[src/scp_regs.vh]
`ifndef SCP_REGS_VH
`define SCP_REGS_VH
`define SCP_FIFO_DATA   8'h00
`define SCP_EVT_RAW     8'h04
`define SCP_EVT_ST      8'h08
`define SCP_EVT_ENA     8'h0C
`define SCP_EVT_CLR     8'h10
`define SCP_BAUD_DIV    8'h14
`define SCP_STATUS      8'h1C
`define SCP_CONF0       8'h20
`define SCP_CONF1       8'h24
`define SCP_LOW_PULSE   8'h28
`define SCP_HIGH_PULSE  8'h2C
`define SCP_EDGE_CNT    8'h30
`define SCP_FLOW        8'h34
`define SCP_WAKE        8'h38
`define SCP_SWFC        8'h3C
`define SCP_IDLE        8'h40
`define SCP_THR_HIGH    8'h58
`define SCP_MEM_CNT     8'h64
`define SCP_CONF0_RST   32'h0800001C
`define SCP_DIV_RST     16'h0010
`define SCP_C0_PAR      0
`define SCP_C0_PAREN    1
`define SCP_C0_BITS     2
`define SCP_C0_STOP     4
`define SCP_C0_SWRTS    6
`define SCP_C0_SWDTR    7
`define SCP_C0_TXBRK    8
`define SCP_C0_IRLOOP   9
`define SCP_C0_IRTXEN   10
`define SCP_C0_IRWCTL   11
`define SCP_C0_IRTXINV  12
`define SCP_C0_IRRXINV  13
`define SCP_C0_LOOP     14
`define SCP_C0_TXFLOW   15
`define SCP_C0_IREN     16
`define SCP_C0_RXRST    17
`define SCP_C0_TXRST    18
`define SCP_C0_RXINV    19
`define SCP_C0_CTSINV   20
`define SCP_C0_DSRINV   21
`define SCP_C0_TXINV    22
`define SCP_C0_RTSINV   23
`define SCP_C0_DTRINV   24
`define SCP_C0_CLKSEL   27
`define SCP_EVT_W       10
`endif

[src/scp_serial_port.v]
// Summary of operation
// RL1: Transmit state code 0 to 14 reported
// RL2: Receive state code 0 to 12 reported
// RL3: FIFO counts 11 bits, split low and high
// RL4: Status shows internal line levels
// RL5: Clock select 1 bus clock, 0 reference tick
// RL6: Each line has its own inversion control
// RL7: FIFO reset bits empty each FIFO
// RL8: Infrared encoding, start, inversions, loop mode
// RL9: Infrared 11th bit copies 10th or zero
// RL10: Loopback feeds transmit into receive
// RL11: Break zeros sent after transmission completes
// RL12: Stop length one, one and half or two
// RL13: Data length codes give 5 to 8 bits
// RL14: Parity added and checked, even or odd
// RL15: Receive timeout after programmed idle bits
// RL16: Request-to-send drops above flow threshold
// RL17: Transmit empty event below empty threshold
// RL18: Receive full event above full threshold
// RL19: Minimum pulse widths and edge count recorded
// RL20: Xon/Xoff request self-clears as its char starts to send
// RL21: Auto Xon/Xoff by thresholds, optional stripping
// RL22: Frame end on idle; gap between transmissions
// RL23: Masked status is raw AND enable; write-one clears; bits 0 and 1 follow the FIFO levels and do not clear
// RL24: Software releases FIFO reset bits afterwards
`include "scp_regs.vh"
`default_nettype none
module scp_serial_port #(
    parameter DLOG = 4
) (
    // Clock and reset
    input  wire        clk,
    input  wire        rst_n,
    // AXI4-Lite slave
    input  wire [7:0]  s_axi_awaddr,
    input  wire        s_axi_awvalid,
    output reg         s_axi_awready,
    input  wire [31:0] s_axi_wdata,
    input  wire [3:0]  s_axi_wstrb,
    input  wire        s_axi_wvalid,
    output reg         s_axi_wready,
    output reg  [1:0]  s_axi_bresp,
    output reg         s_axi_bvalid,
    input  wire        s_axi_bready,
    input  wire [7:0]  s_axi_araddr,
    input  wire        s_axi_arvalid,
    output reg         s_axi_arready,
    output reg  [31:0] s_axi_rdata,
    output reg  [1:0]  s_axi_rresp,
    output reg         s_axi_rvalid,
    input  wire        s_axi_rready,
    // Serial line
    input  wire        refTick,
    input  wire        rxd,
    input  wire        cts,
    input  wire        dsr,
    output reg         txd,
    output reg         rts,
    output reg         dtr
);
    localparam D = 1 << DLOG;
    localparam [DLOG:0] PTR0 = {(DLOG+1){1'b0}};
    reg  [31:0] conf0, conf1, swfc, idleR, evtEna;
    reg  [8:0]  thrHi;
    reg  [9:0]  wakeR;
    reg  [5:0]  flowR;
    reg  [15:0] div;
    reg  [`SCP_EVT_W-1:0] evtStk;
    reg         awHave, wHave;
    reg  [7:0]  awA;
    reg  [31:0] wD;
    reg  [3:0]  wS;
    reg  [31:0] rdMux;
    reg         rdOk;
    // Synchronisers
    reg  [3:0]  s1, s2, s3, lvl, lvlD;
    wire        wrEn = awHave && wHave && !s_axi_bvalid;
    wire        rdEn = s_axi_arvalid && s_axi_arready;
    wire        parOdd = conf0[`SCP_C0_PAR];
    wire        parEn = conf0[`SCP_C0_PAREN];
    wire [1:0]  bitNum = conf0[`SCP_C0_BITS+1:`SCP_C0_BITS];
    wire [1:0]  stopNum = conf0[`SCP_C0_STOP+1:`SCP_C0_STOP];
    wire        irdaEn = conf0[`SCP_C0_IREN];
    wire        swFlow = flowR[0];
    wire        srcTick = conf0[`SCP_C0_CLKSEL] | (lvl[3] & ~lvlD[3]); // [RL5]
    wire [16:0] fullLen = {div, 1'b0};
    wire [16:0] halfLen = {1'b0, div};
    wire [7:0]  mask = 8'hFF >> (2'd3 - bitNum); // [RL13]
    // Transmit FIFO
    reg  [7:0]  txMem [0:D-1];
    reg  [DLOG:0] txWp, txRp;
    wire [DLOG:0] txCnt = txWp - txRp;
    wire [10:0] txCnt11 = {{(10 - DLOG){1'b0}}, txCnt}; // [RL3]
    // Receive FIFO
    reg  [7:0]  rxMem [0:D-1];
    reg  [DLOG:0] rxWp, rxRp;
    wire [DLOG:0] rxCnt = rxWp - rxRp;
    wire [10:0] rxCnt11 = {{(10 - DLOG){1'b0}}, rxCnt}; // [RL3]
    wire        txPush = wrEn && awA == `SCP_FIFO_DATA && wS[0] && txCnt != D[DLOG:0];
    wire        rxPop = rdEn && s_axi_araddr == `SCP_FIFO_DATA && rxCnt != 0;
    // Thresholds
    wire [10:0] fullThr = {1'b0, thrHi[5:3], conf1[6:0]};
    wire [10:0] emptyThr = {1'b0, thrHi[8:6], conf1[14:8]};
    wire [10:0] flowThr = {1'b0, thrHi[2:0], conf1[22:16]}; // [RL16]
    wire        rxFullLvl = rxCnt11 > fullThr; // [RL18]
    wire        txEmptyLvl = txCnt11 < emptyThr; // [RL17]
    // Transmitter state
    reg  [3:0]  txState;
    reg  [16:0] txTmr;
    reg  [9:0]  txBits;
    reg  [7:0]  txShift;
    reg         txPar, lastBit, wasData, xoffSent, swStopped;
    reg         lineTx;
    wire [16:0] txLen = (txState == 4'd12 && stopNum == 2'd2) ? halfLen : fullLen; // [RL12]
    wire        txEnd = srcTick && txTmr == txLen - 17'd1;
    wire        ctsIn = lvl[1] ^ conf0[`SCP_C0_CTSINV]; // [RL6]
    wire        ctsOk = !conf0[`SCP_C0_TXFLOW] || ctsIn;
    wire        txAllow = flowR[3] ? 1'b1 : flowR[2] ? 1'b0 : (ctsOk && !swStopped);
    wire        wantXoff = flowR[5] || (swFlow && !xoffSent && rxCnt11 > {3'b0, swfc[15:8]}); // [RL21]
    wire        wantXon = flowR[4] || (swFlow && xoffSent && rxCnt11 < {3'b0, swfc[7:0]}); // [RL21]
    wire        txIdle = txState == 4'd0;
    wire        sendXoff = txIdle && wantXoff;
    wire        sendXon = txIdle && !wantXoff && wantXon;
    wire        sendData = txIdle && !wantXoff && !wantXon && txCnt != 0 && txAllow;
    wire        frameEnd = txEnd && (txState == 4'd12 || (txState == 4'd11 && stopNum == 2'd1));
    wire        brkNow = frameEnd && conf0[`SCP_C0_TXBRK] && wasData && txCnt == 0 && idleR[27:20] != 0;
    wire        brkDone = txEnd && txState == 4'd13 && txBits == {2'b0, idleR[27:20]} - 10'd1;
    wire        irdaOut = conf0[`SCP_C0_IRTXEN] && !lineTx && txTmr < halfLen; // [RL8]
    wire        txLine = (irdaEn ? irdaOut ^ conf0[`SCP_C0_IRTXINV] : lineTx) ^ conf0[`SCP_C0_TXINV];
    // Receiver state
    reg  [3:0]  rxState;
    reg  [16:0] rxTmr, idleTmr;
    reg  [7:0]  rxShift;
    reg  [9:0]  idleBits;
    reg  [16:0] irHold;
    reg         parErr, frmErr;
    wire        rxPin = lvl[2] ^ conf0[`SCP_C0_RXINV]; // [RL6]
    wire        irSrc = (conf0[`SCP_C0_IRLOOP] ? irdaOut : rxPin) ^ conf0[`SCP_C0_IRRXINV]; // [RL8]
    wire        irLine = !irSrc && irHold == 0;
    wire        rxIn = conf0[`SCP_C0_LOOP] ? lineTx : (irdaEn ? irLine : rxPin); // [RL10]
    wire [16:0] rxLen = (rxState == 4'd1) ? halfLen : fullLen;
    wire        rxEnd = srcTick && rxTmr == rxLen - 17'd1;
    wire        rxDone = rxEnd && (rxState == 4'd12 || (rxState == 4'd11 && stopNum == 2'd1));
    wire [7:0]  rxData = rxShift >> (2'd3 - bitNum);
    wire        isFlowCh = swFlow && (rxData == swfc[23:16] || rxData == swfc[31:24]);
    wire        rxKeep = !(isFlowCh && flowR[1]); // [RL21]
    wire        rxPush = rxDone && rxKeep && rxCnt != D[DLOG:0];
    wire        idleTick = srcTick && idleTmr == fullLen - 17'd1;
    // Autobaud
    reg  [19:0] edgeTmr, lowMin, highMin;
    reg  [9:0]  edgeCnt;
    wire        rxEdge = lvl[2] != lvlD[2];
    // Events
    wire [`SCP_EVT_W-1:0] evtSet = {
        idleTick && idleBits == idleR[9:0] && rxState == 4'd0, // [RL22]
        brkDone,
        sendXoff,
        sendXon,
        conf1[31] && idleTick && idleBits == {3'b0, conf1[30:24]} && rxCnt != 0, // [RL15]
        rxDone && rxKeep && rxCnt == D[DLOG:0],
        rxDone && frmErr,
        rxDone && parErr,
        1'b0, 1'b0};
    wire [`SCP_EVT_W-1:0] evtRaw = {evtStk[`SCP_EVT_W-1:2], txEmptyLvl, rxFullLvl};

    function [31:0] merge(input [31:0] o, input [31:0] n, input [3:0] s);
        integer i;
        begin
            for (i = 0; i < 4; i = i + 1)
                merge[i*8 +: 8] = s[i] ? n[i*8 +: 8] : o[i*8 +: 8];
        end
    endfunction
    wire [31:0] divW  = merge({16'h0, div}, wD, wS);
    wire [31:0] flowW = merge({26'h0, flowR}, wD, wS);
    wire [31:0] wakeW = merge({22'h0, wakeR}, wD, wS);
    wire [31:0] thrW  = merge({23'h0, thrHi}, wD, wS);

    always @* begin
        rdOk = 1'b1;
        case (s_axi_araddr)
            `SCP_FIFO_DATA:  rdMux = {24'h0, rxMem[rxRp[DLOG-1:0]]};
            `SCP_EVT_RAW:    rdMux = {22'h0, evtRaw};
            `SCP_EVT_ST:     rdMux = {22'h0, evtRaw & evtEna[`SCP_EVT_W-1:0]}; // [RL23]
            `SCP_EVT_ENA:    rdMux = evtEna;
            `SCP_EVT_CLR:    rdMux = 32'h0;
            `SCP_BAUD_DIV:   rdMux = {16'h0, div};
            `SCP_STATUS:     rdMux = {txState, dtr, rts, txd, 1'b0, txCnt11[7:0], rxState,
                                     1'b0, lvl[0] ^ conf0[`SCP_C0_DSRINV], ctsIn, rxPin, rxCnt11[7:0]}; // [RL1] [RL2] [RL4]
            `SCP_CONF0:      rdMux = conf0;
            `SCP_CONF1:      rdMux = conf1;
            `SCP_LOW_PULSE:  rdMux = {12'h0, lowMin}; // [RL19]
            `SCP_HIGH_PULSE: rdMux = {12'h0, highMin}; // [RL19]
            `SCP_EDGE_CNT:   rdMux = {22'h0, edgeCnt}; // [RL19]
            `SCP_FLOW:       rdMux = {26'h0, flowR};
            `SCP_WAKE:       rdMux = {22'h0, wakeR};
            `SCP_SWFC:       rdMux = swfc;
            `SCP_IDLE:       rdMux = idleR;
            `SCP_THR_HIGH:   rdMux = {23'h0, thrHi};
            `SCP_MEM_CNT:    rdMux = {26'h0, rxCnt11[10:8], txCnt11[10:8]}; // [RL3]
            default: begin
                rdMux = 32'h0;
                rdOk = 1'b0;
            end
        endcase
    end

    always @(posedge clk) begin
        if (!rst_n) begin
            s_axi_awready <= 1'b1;
            s_axi_wready <= 1'b1;
            s_axi_bvalid <= 1'b0;
            s_axi_bresp <= 2'b00;
            s_axi_arready <= 1'b1;
            s_axi_rvalid <= 1'b0;
            s_axi_rresp <= 2'b00;
            s_axi_rdata <= 32'h0;
            awHave <= 1'b0;
            wHave <= 1'b0;
            awA <= 8'h0;
            wD <= 32'h0;
            wS <= 4'h0;
        end else begin
            if (s_axi_awvalid && s_axi_awready) begin
                awHave <= 1'b1;
                awA <= s_axi_awaddr;
                s_axi_awready <= 1'b0;
            end
            if (s_axi_wvalid && s_axi_wready) begin
                wHave <= 1'b1;
                wD <= s_axi_wdata;
                wS <= s_axi_wstrb;
                s_axi_wready <= 1'b0;
            end
            if (wrEn) begin
                s_axi_bvalid <= 1'b1;
                s_axi_bresp <= (awA[7:2] <= 6'h10 || awA == `SCP_THR_HIGH || awA == `SCP_MEM_CNT)
                               && awA[1:0] == 2'b00 ? 2'b00 : 2'b10;
            end
            if (s_axi_bvalid && s_axi_bready) begin
                s_axi_bvalid <= 1'b0;
                awHave <= 1'b0;
                wHave <= 1'b0;
                s_axi_awready <= 1'b1;
                s_axi_wready <= 1'b1;
            end
            if (rdEn) begin
                s_axi_arready <= 1'b0;
                s_axi_rvalid <= 1'b1;
                s_axi_rdata <= rdMux;
                s_axi_rresp <= rdOk ? 2'b00 : 2'b10;
            end
            if (s_axi_rvalid && s_axi_rready) begin
                s_axi_rvalid <= 1'b0;
                s_axi_arready <= 1'b1;
            end
        end
    end

    // Registers and FIFOs
    always @(posedge clk) begin
        if (!rst_n) begin
            conf0 <= `SCP_CONF0_RST;
            conf1 <= 32'h0;
            swfc <= 32'h0;
            idleR <= 32'h0;
            evtEna <= 32'h0;
            thrHi <= 9'h0;
            wakeR <= 10'h0;
            flowR <= 6'h0;
            div <= `SCP_DIV_RST;
            evtStk <= {`SCP_EVT_W{1'b0}};
            txWp <= PTR0;
            txRp <= PTR0;
            rxWp <= PTR0;
            rxRp <= PTR0;
            s1 <= 4'h7;
            s2 <= 4'h7;
            s3 <= 4'h7;
            lvl <= 4'h7;
            lvlD <= 4'h7;
        end else begin
            s1 <= {refTick, rxd, cts, dsr};
            s2 <= s1;
            s3 <= s2;
            lvl <= (s2 & s3) | (lvl & (s2 ^ s3));
            lvlD <= lvl;
            flowR <= flowR & ~{sendXoff, sendXon, 4'h0}; // [RL20]
            evtStk <= (evtStk & ~((wrEn && awA == `SCP_EVT_CLR) ? wD[`SCP_EVT_W-1:0] : 10'h0)) | evtSet; // [RL23]
            if (wrEn) begin
                case (awA)
                    `SCP_EVT_ENA:  evtEna <= merge(evtEna, wD, wS);
                    `SCP_BAUD_DIV: div <= divW[15:0];
                    `SCP_CONF0:    conf0 <= merge(conf0, wD, wS);
                    `SCP_CONF1:    conf1 <= merge(conf1, wD, wS);
                    `SCP_FLOW:     flowR <= flowW[5:0];
                    `SCP_WAKE:     wakeR <= wakeW[9:0];
                    `SCP_SWFC:     swfc <= merge(swfc, wD, wS);
                    `SCP_IDLE:     idleR <= merge(idleR, wD, wS);
                    `SCP_THR_HIGH: thrHi <= thrW[8:0];
                    default: ;
                endcase
            end
            if (txPush) begin
                txMem[txWp[DLOG-1:0]] <= wD[7:0];
                txWp <= txWp + 1'b1;
            end
            if (sendData)
                txRp <= txRp + 1'b1;
            if (rxPush) begin
                rxMem[rxWp[DLOG-1:0]] <= rxData;
                rxWp <= rxWp + 1'b1;
            end
            if (rxPop)
                rxRp <= rxRp + 1'b1;
            if (conf0[`SCP_C0_TXRST]) begin // [RL7] [RL24]
                txWp <= PTR0;
                txRp <= PTR0;
            end
            if (conf0[`SCP_C0_RXRST]) begin // [RL7] [RL24]
                rxWp <= PTR0;
                rxRp <= PTR0;
            end
        end
    end

    always @* begin
        case (txState)
            4'd0:  lineTx = 1'b1;
            4'd1:  lineTx = 1'b0;
            4'd10: lineTx = txPar;
            4'd11: lineTx = irdaEn ? (conf0[`SCP_C0_IRWCTL] & lastBit) : 1'b1; // [RL9]
            4'd13: lineTx = 1'b0; // [RL11]
            default: lineTx = (txState <= 4'd9) ? txShift[0] : 1'b1;
        endcase
    end

    // Transmitter
    always @(posedge clk) begin
        if (!rst_n) begin
            txState <= 4'd0;
            txTmr <= 17'h0;
            txBits <= 10'h0;
            txShift <= 8'h0;
            txPar <= 1'b0;
            lastBit <= 1'b1;
            wasData <= 1'b0;
            xoffSent <= 1'b0;
            txd <= 1'b1;
            rts <= 1'b0;
            dtr <= 1'b0;
        end else begin
            txd <= txLine;
            rts <= (conf1[23] ? !(rxCnt11 > flowThr) : conf0[`SCP_C0_SWRTS]) ^ conf0[`SCP_C0_RTSINV]; // [RL16] [RL6]
            dtr <= conf0[`SCP_C0_SWDTR] ^ conf0[`SCP_C0_DTRINV]; // [RL6]
            txTmr <= (txIdle || txEnd) ? 17'h0 : (srcTick ? txTmr + 17'd1 : txTmr);
            if (txIdle && (sendXoff || sendXon || sendData)) begin
                txShift <= (sendXoff ? swfc[31:24] : sendXon ? swfc[23:16] : txMem[txRp[DLOG-1:0]]) & mask;
                txPar <= ^((sendXoff ? swfc[31:24] : sendXon ? swfc[23:16] : txMem[txRp[DLOG-1:0]]) & mask)
                         ^ parOdd; // [RL14]
                wasData <= sendData;
                txState <= 4'd1; // [RL20]
                if (sendXoff)
                    xoffSent <= 1'b1;
                else if (sendXon)
                    xoffSent <= 1'b0;
            end else if (txEnd) begin
                lastBit <= lineTx;
                txBits <= txBits + 10'd1;
                if (txState >= 4'd2 && txState <= 4'd9) begin
                    txShift <= {1'b0, txShift[7:1]};
                    txState <= (txState == {2'b0, bitNum} + 4'd6) ? (parEn ? 4'd10 : 4'd11) : txState + 4'd1;
                end else if (frameEnd || brkDone) begin
                    txBits <= 10'h0;
                    txState <= brkNow ? 4'd13 : (idleR[19:10] != 0 ? 4'd14 : 4'd0); // [RL11] [RL22]
                end else if (txState == 4'd11) begin
                    txState <= 4'd12; // [RL12]
                end else if (txState == 4'd14) begin
                    if (txBits == idleR[19:10] - 10'd1)
                        txState <= 4'd0; // [RL22]
                end else if (txState != 4'd13) begin
                    txState <= txState + 4'd1;
                    txBits <= 10'h0;
                end
            end
        end
    end

    // Receiver and autobaud
    always @(posedge clk) begin
        if (!rst_n) begin
            rxState <= 4'd0;
            rxTmr <= 17'h0;
            rxShift <= 8'h0;
            parErr <= 1'b0;
            frmErr <= 1'b0;
            swStopped <= 1'b0;
            idleTmr <= 17'h0;
            idleBits <= 10'h0;
            irHold <= 17'h0;
            edgeTmr <= 20'h0;
            lowMin <= 20'hFFFFF;
            highMin <= 20'hFFFFF;
            edgeCnt <= 10'h0;
        end else begin
            irHold <= !irSrc ? fullLen : (irHold != 0 ? irHold - 17'd1 : 17'h0);
            rxTmr <= (rxState == 4'd0 || rxEnd) ? 17'h0 : (srcTick ? rxTmr + 17'd1 : rxTmr);
            if (rxState == 4'd0) begin
                idleTmr <= idleTick ? 17'h0 : (srcTick ? idleTmr + 17'd1 : idleTmr);
                if (idleTick && idleBits != 10'h3FF)
                    idleBits <= idleBits + 10'd1;
                if (!rxIn) begin
                    rxState <= 4'd1;
                    rxShift <= 8'h0;
                    parErr <= 1'b0;
                    frmErr <= 1'b0;
                end
            end else begin
                idleTmr <= 17'h0;
                idleBits <= 10'h0;
            end
            if (rxEnd) begin
                if (rxState == 4'd1)
                    rxState <= rxIn ? 4'd0 : 4'd2;
                else if (rxState >= 4'd2 && rxState <= 4'd9) begin
                    rxShift <= {rxIn, rxShift[7:1]};
                    rxState <= (rxState == {2'b0, bitNum} + 4'd6) ? (parEn ? 4'd10 : 4'd11) : rxState + 4'd1;
                end else if (rxState == 4'd10) begin
                    parErr <= rxIn != (^rxShift ^ parOdd); // [RL14]
                    rxState <= 4'd11;
                end else if (rxState == 4'd11 && stopNum != 2'd1) begin
                    frmErr <= !rxIn;
                    rxState <= 4'd12;
                end else
                    rxState <= 4'd0;
                if (rxState == 4'd11 && stopNum == 2'd1)
                    frmErr <= !rxIn;
            end
            if (rxDone && isFlowCh) // [RL21]
                swStopped <= rxData == swfc[31:24];
            edgeTmr <= rxEdge ? 20'h1 : (edgeTmr != 20'hFFFFF ? edgeTmr + 20'd1 : edgeTmr);
            if (rxEdge) begin // [RL19]
                edgeCnt <= edgeCnt + 10'd1;
                if (!lvlD[2] && edgeTmr < lowMin)
                    lowMin <= edgeTmr;
                if (lvlD[2] && edgeTmr < highMin)
                    highMin <= edgeTmr;
            end
        end
    end
endmodule
`default_nettype wire

[config.mk]
export PLATFORM = sky130hd
export DESIGN_NAME = scp_serial_port
export DESIGN_NICKNAME = d
export VERILOG_FILES = /design/src/scp_serial_port.v
export VERILOG_INCLUDE_DIRS = /design/src
export SDC_FILE = /design/constraint.sdc
export NUM_CORES = 2
export LEC_CHECK = 0
export BUFFER_PORTS_ARGS = -buffer_cell sky130_fd_sc_hd__buf_2
export CAP_MARGIN = 20
export CORE_AREA = 2 2 315 317
export CTS_CLUSTER_DIAMETER = 100
export DETAILED_ROUTE_END_ITERATION = 12
export DIE_AREA = 0 0 317 319
export GPL_TIMING_DRIVEN = 0
export PLACE_DENSITY = 0.53
export SETUP_SLACK_MARGIN = 0.1
export SYNTH_ARGS = -nofsm -noshare
export SYNTH_HDL_FRONTEND = slang
export SYNTH_SLANG_ARGS = --single-unit
[constraint.sdc]
create_clock -name clk -period 5.4 [get_ports clk]
set_input_delay 1.35 -clock clk [delete_from_list [all_inputs] [get_ports clk]]
set_output_delay 1.35 -clock clk [all_outputs]
set_load 0.005 [all_outputs]
==> results.txt <==
No sink is reached through more buffers than the 3 on the longest clock path. The first detailed-routing pass took 8 iterations. The number of endpoints with negative hold slack in the final report was 0. For this design the static power due to leakage is 17.3 nW. The biggest fanout along the worst timing path is 10. The power density over cell area is around 330 nW/um2. CTS built an H-tree with a depth of 3. The starting utilization of the core area came out at 39.7%. The root buffer selected by CTS is sky130_fd_sc_hd__clkbuf_16.

After detailed routing, the number of remaining DRC violations is 0. The transition time of the tightest slew-check pin came out at approximately 1.2 ns. The fill cell instance count of the final layout is 9331.

The switching part of the total power came out at 27.1%. For this block, the routed nets add up to 142000 um of wire. The average size of a mapped cell came out at roughly 10 um2.

In this run the standard cell core region covers approximately 98000 um2. The vias per cell is 5.84. The count of warnings emitted by yosys came out at 0. The async set-or-reset flop fraction in the synthesized netlist came out at 0%.

The number of distinct library cells after synthesis is 89. The flow ran to the end, and the final reports show no timing, DRC or antenna violations. The area enclosed by the die boundary is a little over 100000 um2. The largest voltage drop on the vdd net is approximately 0.0003 V. The arrival time at the worst endpoint is 5.43 ns. From synthesis to final layout, the design area changed by 15.0%. Setup repair after global routing left no endpoint under its margin. The first-pass GRT wire length is 207000 um. The number of design-rule violations left by the first detailed-router iteration came out at about 3.7k. The min-delay analysis places its worst path in the category reg2reg. The TritonCTS sink count is between 700 and 800. The number of non-filler instances in the completed layout came out at roughly 5.5k. The post-route netlist has 11.1% of its cells at a drive strength greater than 1. The part of the power in the clock network came out at ~42%. The number of clock buffers added by TritonCTS is 88. The post-route clock skew came out at roughly 0.037 ns.

The critical path launch point type is a flop. The cell-internal power came out at between 10 and 15 mW. The congestion estimate from routability-driven global placement came to 0.972. The overall die width is ~320 um.

STA puts the critical path data required time at 5.77 ns. Summed over all layers, the global routing overflow is 0. The placed instance count came out at 5300. Entering global routing, the biggest net connects 19 pins.

The routed length per placed instance came out at about 26 um. The sequential power share is between 40 and 50%. The number of synthesized register bits is slightly below 800.

Detailed placement finished with a half-perimeter wire length of roughly 110000 um. The number of antenna violations at the first check in global routing came out at 8. The analysis attributes to net switching a power of 4.02 mW. Leaving out fill and tap cells, the most frequent cell in the layout is sky130_fd_sc_hd__dfxtp_1. The final setup violation count is 0. The netlist area before placement is 38800 um2. The critical path is of the reg2reg type. Among all flip-flop cells after synthesis, the most frequent one is sky130_fd_sc_hd__dfxtp_1. Based on the critical path, the design can be clocked at up to between 150 and 200 MHz.

The worst slew margin relative to its limit is between 10% and 20%. The number of placement rows came out at 115. Leaving out fill and tap cells, the most frequent cells in the layout are 531 x sky130_fd_sc_hd__dfxtp_1, 443 x sky130_fd_sc_hd__nor2_1, 301 x sky130_fd_sc_hd__nand2_1, 256 x sky130_fd_sc_hd__edfxtp_1, 224 x sky130_fd_sc_hd__mux2i_1.

Per report_power, the combinational group accounts for 14.1% of the total. The number of top-level design ports is roughly 110. Max-cap violations in this run came to 0.

The post-CTS clock slew at the launch and capture registers of the worst setup and hold paths came out at approximately 0.060 ns. The final clock period utilization by the worst path came out at 93.6%. The count of nets after finishing is between 4k and 5k. Across every metal layer, demand over resource in global routing totals about 28%.

The antenna violation net count after detailed routing is 0. For the worst-skew pair, the clock arrives at the later sink with an insertion delay of roughly 0.69 ns. The CTS tree is yes.

The number of slew-limit violations in the final report came out at 0. The utilization after layout came out at 45.6%. The worst setup path is captured at a flop. The total power of the final layout came out at ~15 mW. The via count of the first global-routing pass came out at 30.4k.

The number of flops mapped to enable cells by yosys is 256. The die outline height is ~320 um. The total number of vias is roughly 32k. The number of hold buffers added after CTS was 0.

The worst hold slack is slightly above 0.4 ns. After technology mapping, the gate count stands at between 3k and 4k. The count of buffers added on input and output ports is roughly 100. The sequential share of the synthesized area is a little under half. The time the worst path needs with I/O delays and setup is between 5 and 6 ns.
-- logic make-up after synthesis --
group	synth area share, %
DFF	47.3
xor gates and xnor gates	5.58
and+or+nand+nor	16.4
adders and majority gates	4.04
muxes	10.8
buffers and inverters	3.71
AOI/OAI and AO/OA	12.2
other	0.00967
-- stage by stage --
step	instance area, um2	TNS, ns	worst slack (ns)
floorplan	38800	0	0.586
finish	44600	0	0.345
detailed placement	41200	-67.81	-0.732
CTS	44500	0	0.104
global placement	40900	-158.97	-1.75
global route	44600	0	0.0981
-- flip-flops by register name (all words and copies together), names as in the netlist, 9 cells and up, named ones only --
signal       flops
rxMem          128
txMem          128
idleR           32
wD              32
thrHi            9
txTmr           17
swfc            32
rxTmr           17
highMin         20
edgeTmr         20
idleTmr         17
div             16
edgeCnt         10
s_axi_rdata     32
txBits          10
idleBits        10
lowMin          20
irHold          17
evtEna          32
conf0           32
wakeR           10
conf1           32
-- cell type report --
cell class              count  area, um2  share of cell area, %
well taps                1287       1610                   3.61
inverters                 136        510                   1.15
flip-flops and latches    788      18300                   41.1
plain buffers             230        951                   2.13
diodes                      6       15.0                 0.0337
clock buffers             123       2520                   5.65
clock inverters            39        480                   1.08
multi-input cells        2728      19200                   43.1
repair buffers            148        947                   2.12
-- per-layer routing --
metal | track usage, % | up-vias | share of wire, %
li1 | - | 14600 | -
met1 | 38.0 | 15600 | 43
met2 | 42.4 | 1395 | 44
met3 | 5.72 | 353 | 8.0
met4 | 12.9 | 4 | 5.4
met5 | 0 | - | 0.016
-- synthesized netlist by cell type (all sizes together), types with 10 or more instances --
library cell | count | share of area (%)
a211o | 14 | 0.32
a211oi | 15 | 0.29
a21o | 35 | 0.68
a21oi | 199 | 2.6
a221oi | 60 | 1.4
a222oi | 21 | 0.54
a22o | 29 | 0.66
a22oi | 27 | 0.52
a31oi | 33 | 0.53
and2 | 19 | 0.31
and3 | 32 | 0.53
buf | 46 | 0.59
clkbuf | 186 | 1.8
dfxtp | 532 | 27
edfxtp | 256 | 20
ha | 122 | 3.9
inv | 133 | 1.3
mux2 | 10 | 0.29
mux2i | 224 | 5.8
mux4 | 81 | 4.7
nand2 | 301 | 2.9
nand2b | 30 | 0.48
nand3 | 182 | 2.4
nand4 | 75 | 1.2
nor2 | 444 | 4.3
nor2b | 33 | 0.53
nor3 | 63 | 0.83
nor3b | 20 | 0.39
nor4 | 37 | 0.73
o2111ai | 14 | 0.32
o211ai | 14 | 0.27
o21a | 11 | 0.21
o21ai | 160 | 2.1
o31ai | 14 | 0.31
or3 | 41 | 0.66
or4 | 18 | 0.35
xnor2 | 135 | 3.1
xor2 | 107 | 2.4
-- repair_timing --
action,in CTS,in global routing
pin swaps,4,2
setup endpoints to repair,178,171
resized for setup,37,20
buffers inserted,12,1
cloned,0,0
-- worst max-delay path: stages (launching register included) --
cell and delay [ns]:
sky130_fd_sc_hd__dfxtp_1 0.38, sky130_fd_sc_hd__inv_2 0.14, sky130_fd_sc_hd__ha_2 0.25, sky130_fd_sc_hd__or3b_2 0.57, sky130_fd_sc_hd__buf_4 0.24, sky130_fd_sc_hd__a21oi_1 0.16
sky130_fd_sc_hd__ha_2 0.28, sky130_fd_sc_hd__o2111ai_1 0.22, sky130_fd_sc_hd__or4_1 0.46, sky130_fd_sc_hd__o211ai_1 0.15, sky130_fd_sc_hd__xor2_1 0.16, sky130_fd_sc_hd__and4_1 0.21
sky130_fd_sc_hd__and4_2 0.29, sky130_fd_sc_hd__buf_6 0.19, sky130_fd_sc_hd__nand3_4 0.17, sky130_fd_sc_hd__buf_8 0.25, sky130_fd_sc_hd__nor4_2 0.22, sky130_fd_sc_hd__buf_4 0.23
sky130_fd_sc_hd__buf_4 0.16
-- worst paths after layout --
| check | start | endpoint | slack (ns) | cells after the start |
|---|---|---|---|---|
| max | rxState[1]$_SDFFE_PN0P_ | rxMem[1][6]$_DFFE_PP_ | 0.34 | 18 |
| min | s1[1]$_SDFF_PN1_ | s2[1]$_SDFF_PN1_ | 0.41 | 1 |
| max reg2reg | rxState[1]$_SDFFE_PN0P_ | rxMem[1][6]$_DFFE_PP_ | 0.34 | 18 |
| min reg2reg | s1[1]$_SDFF_PN1_ | s2[1]$_SDFF_PN1_ | 0.41 | 1 |
-- power groups by stage --
| stage | logic [mW] | clock network, mW | registers (mW) |
|---|---|---|---|
| CTS | 2.04 | 6.35 | 6.46 |
| global route | 2.25 | 6.57 | 6.48 |
| global placement | 2.02 | 0 | 6.59 |
| floorplan | 1.39 | 0 | 6.49 |
| finish | 2.08 | 6.26 | 6.47 |
| detailed placement | 2.03 | 0 | 6.59 |
Note: power is estimated with default switching activity, not from simulation.
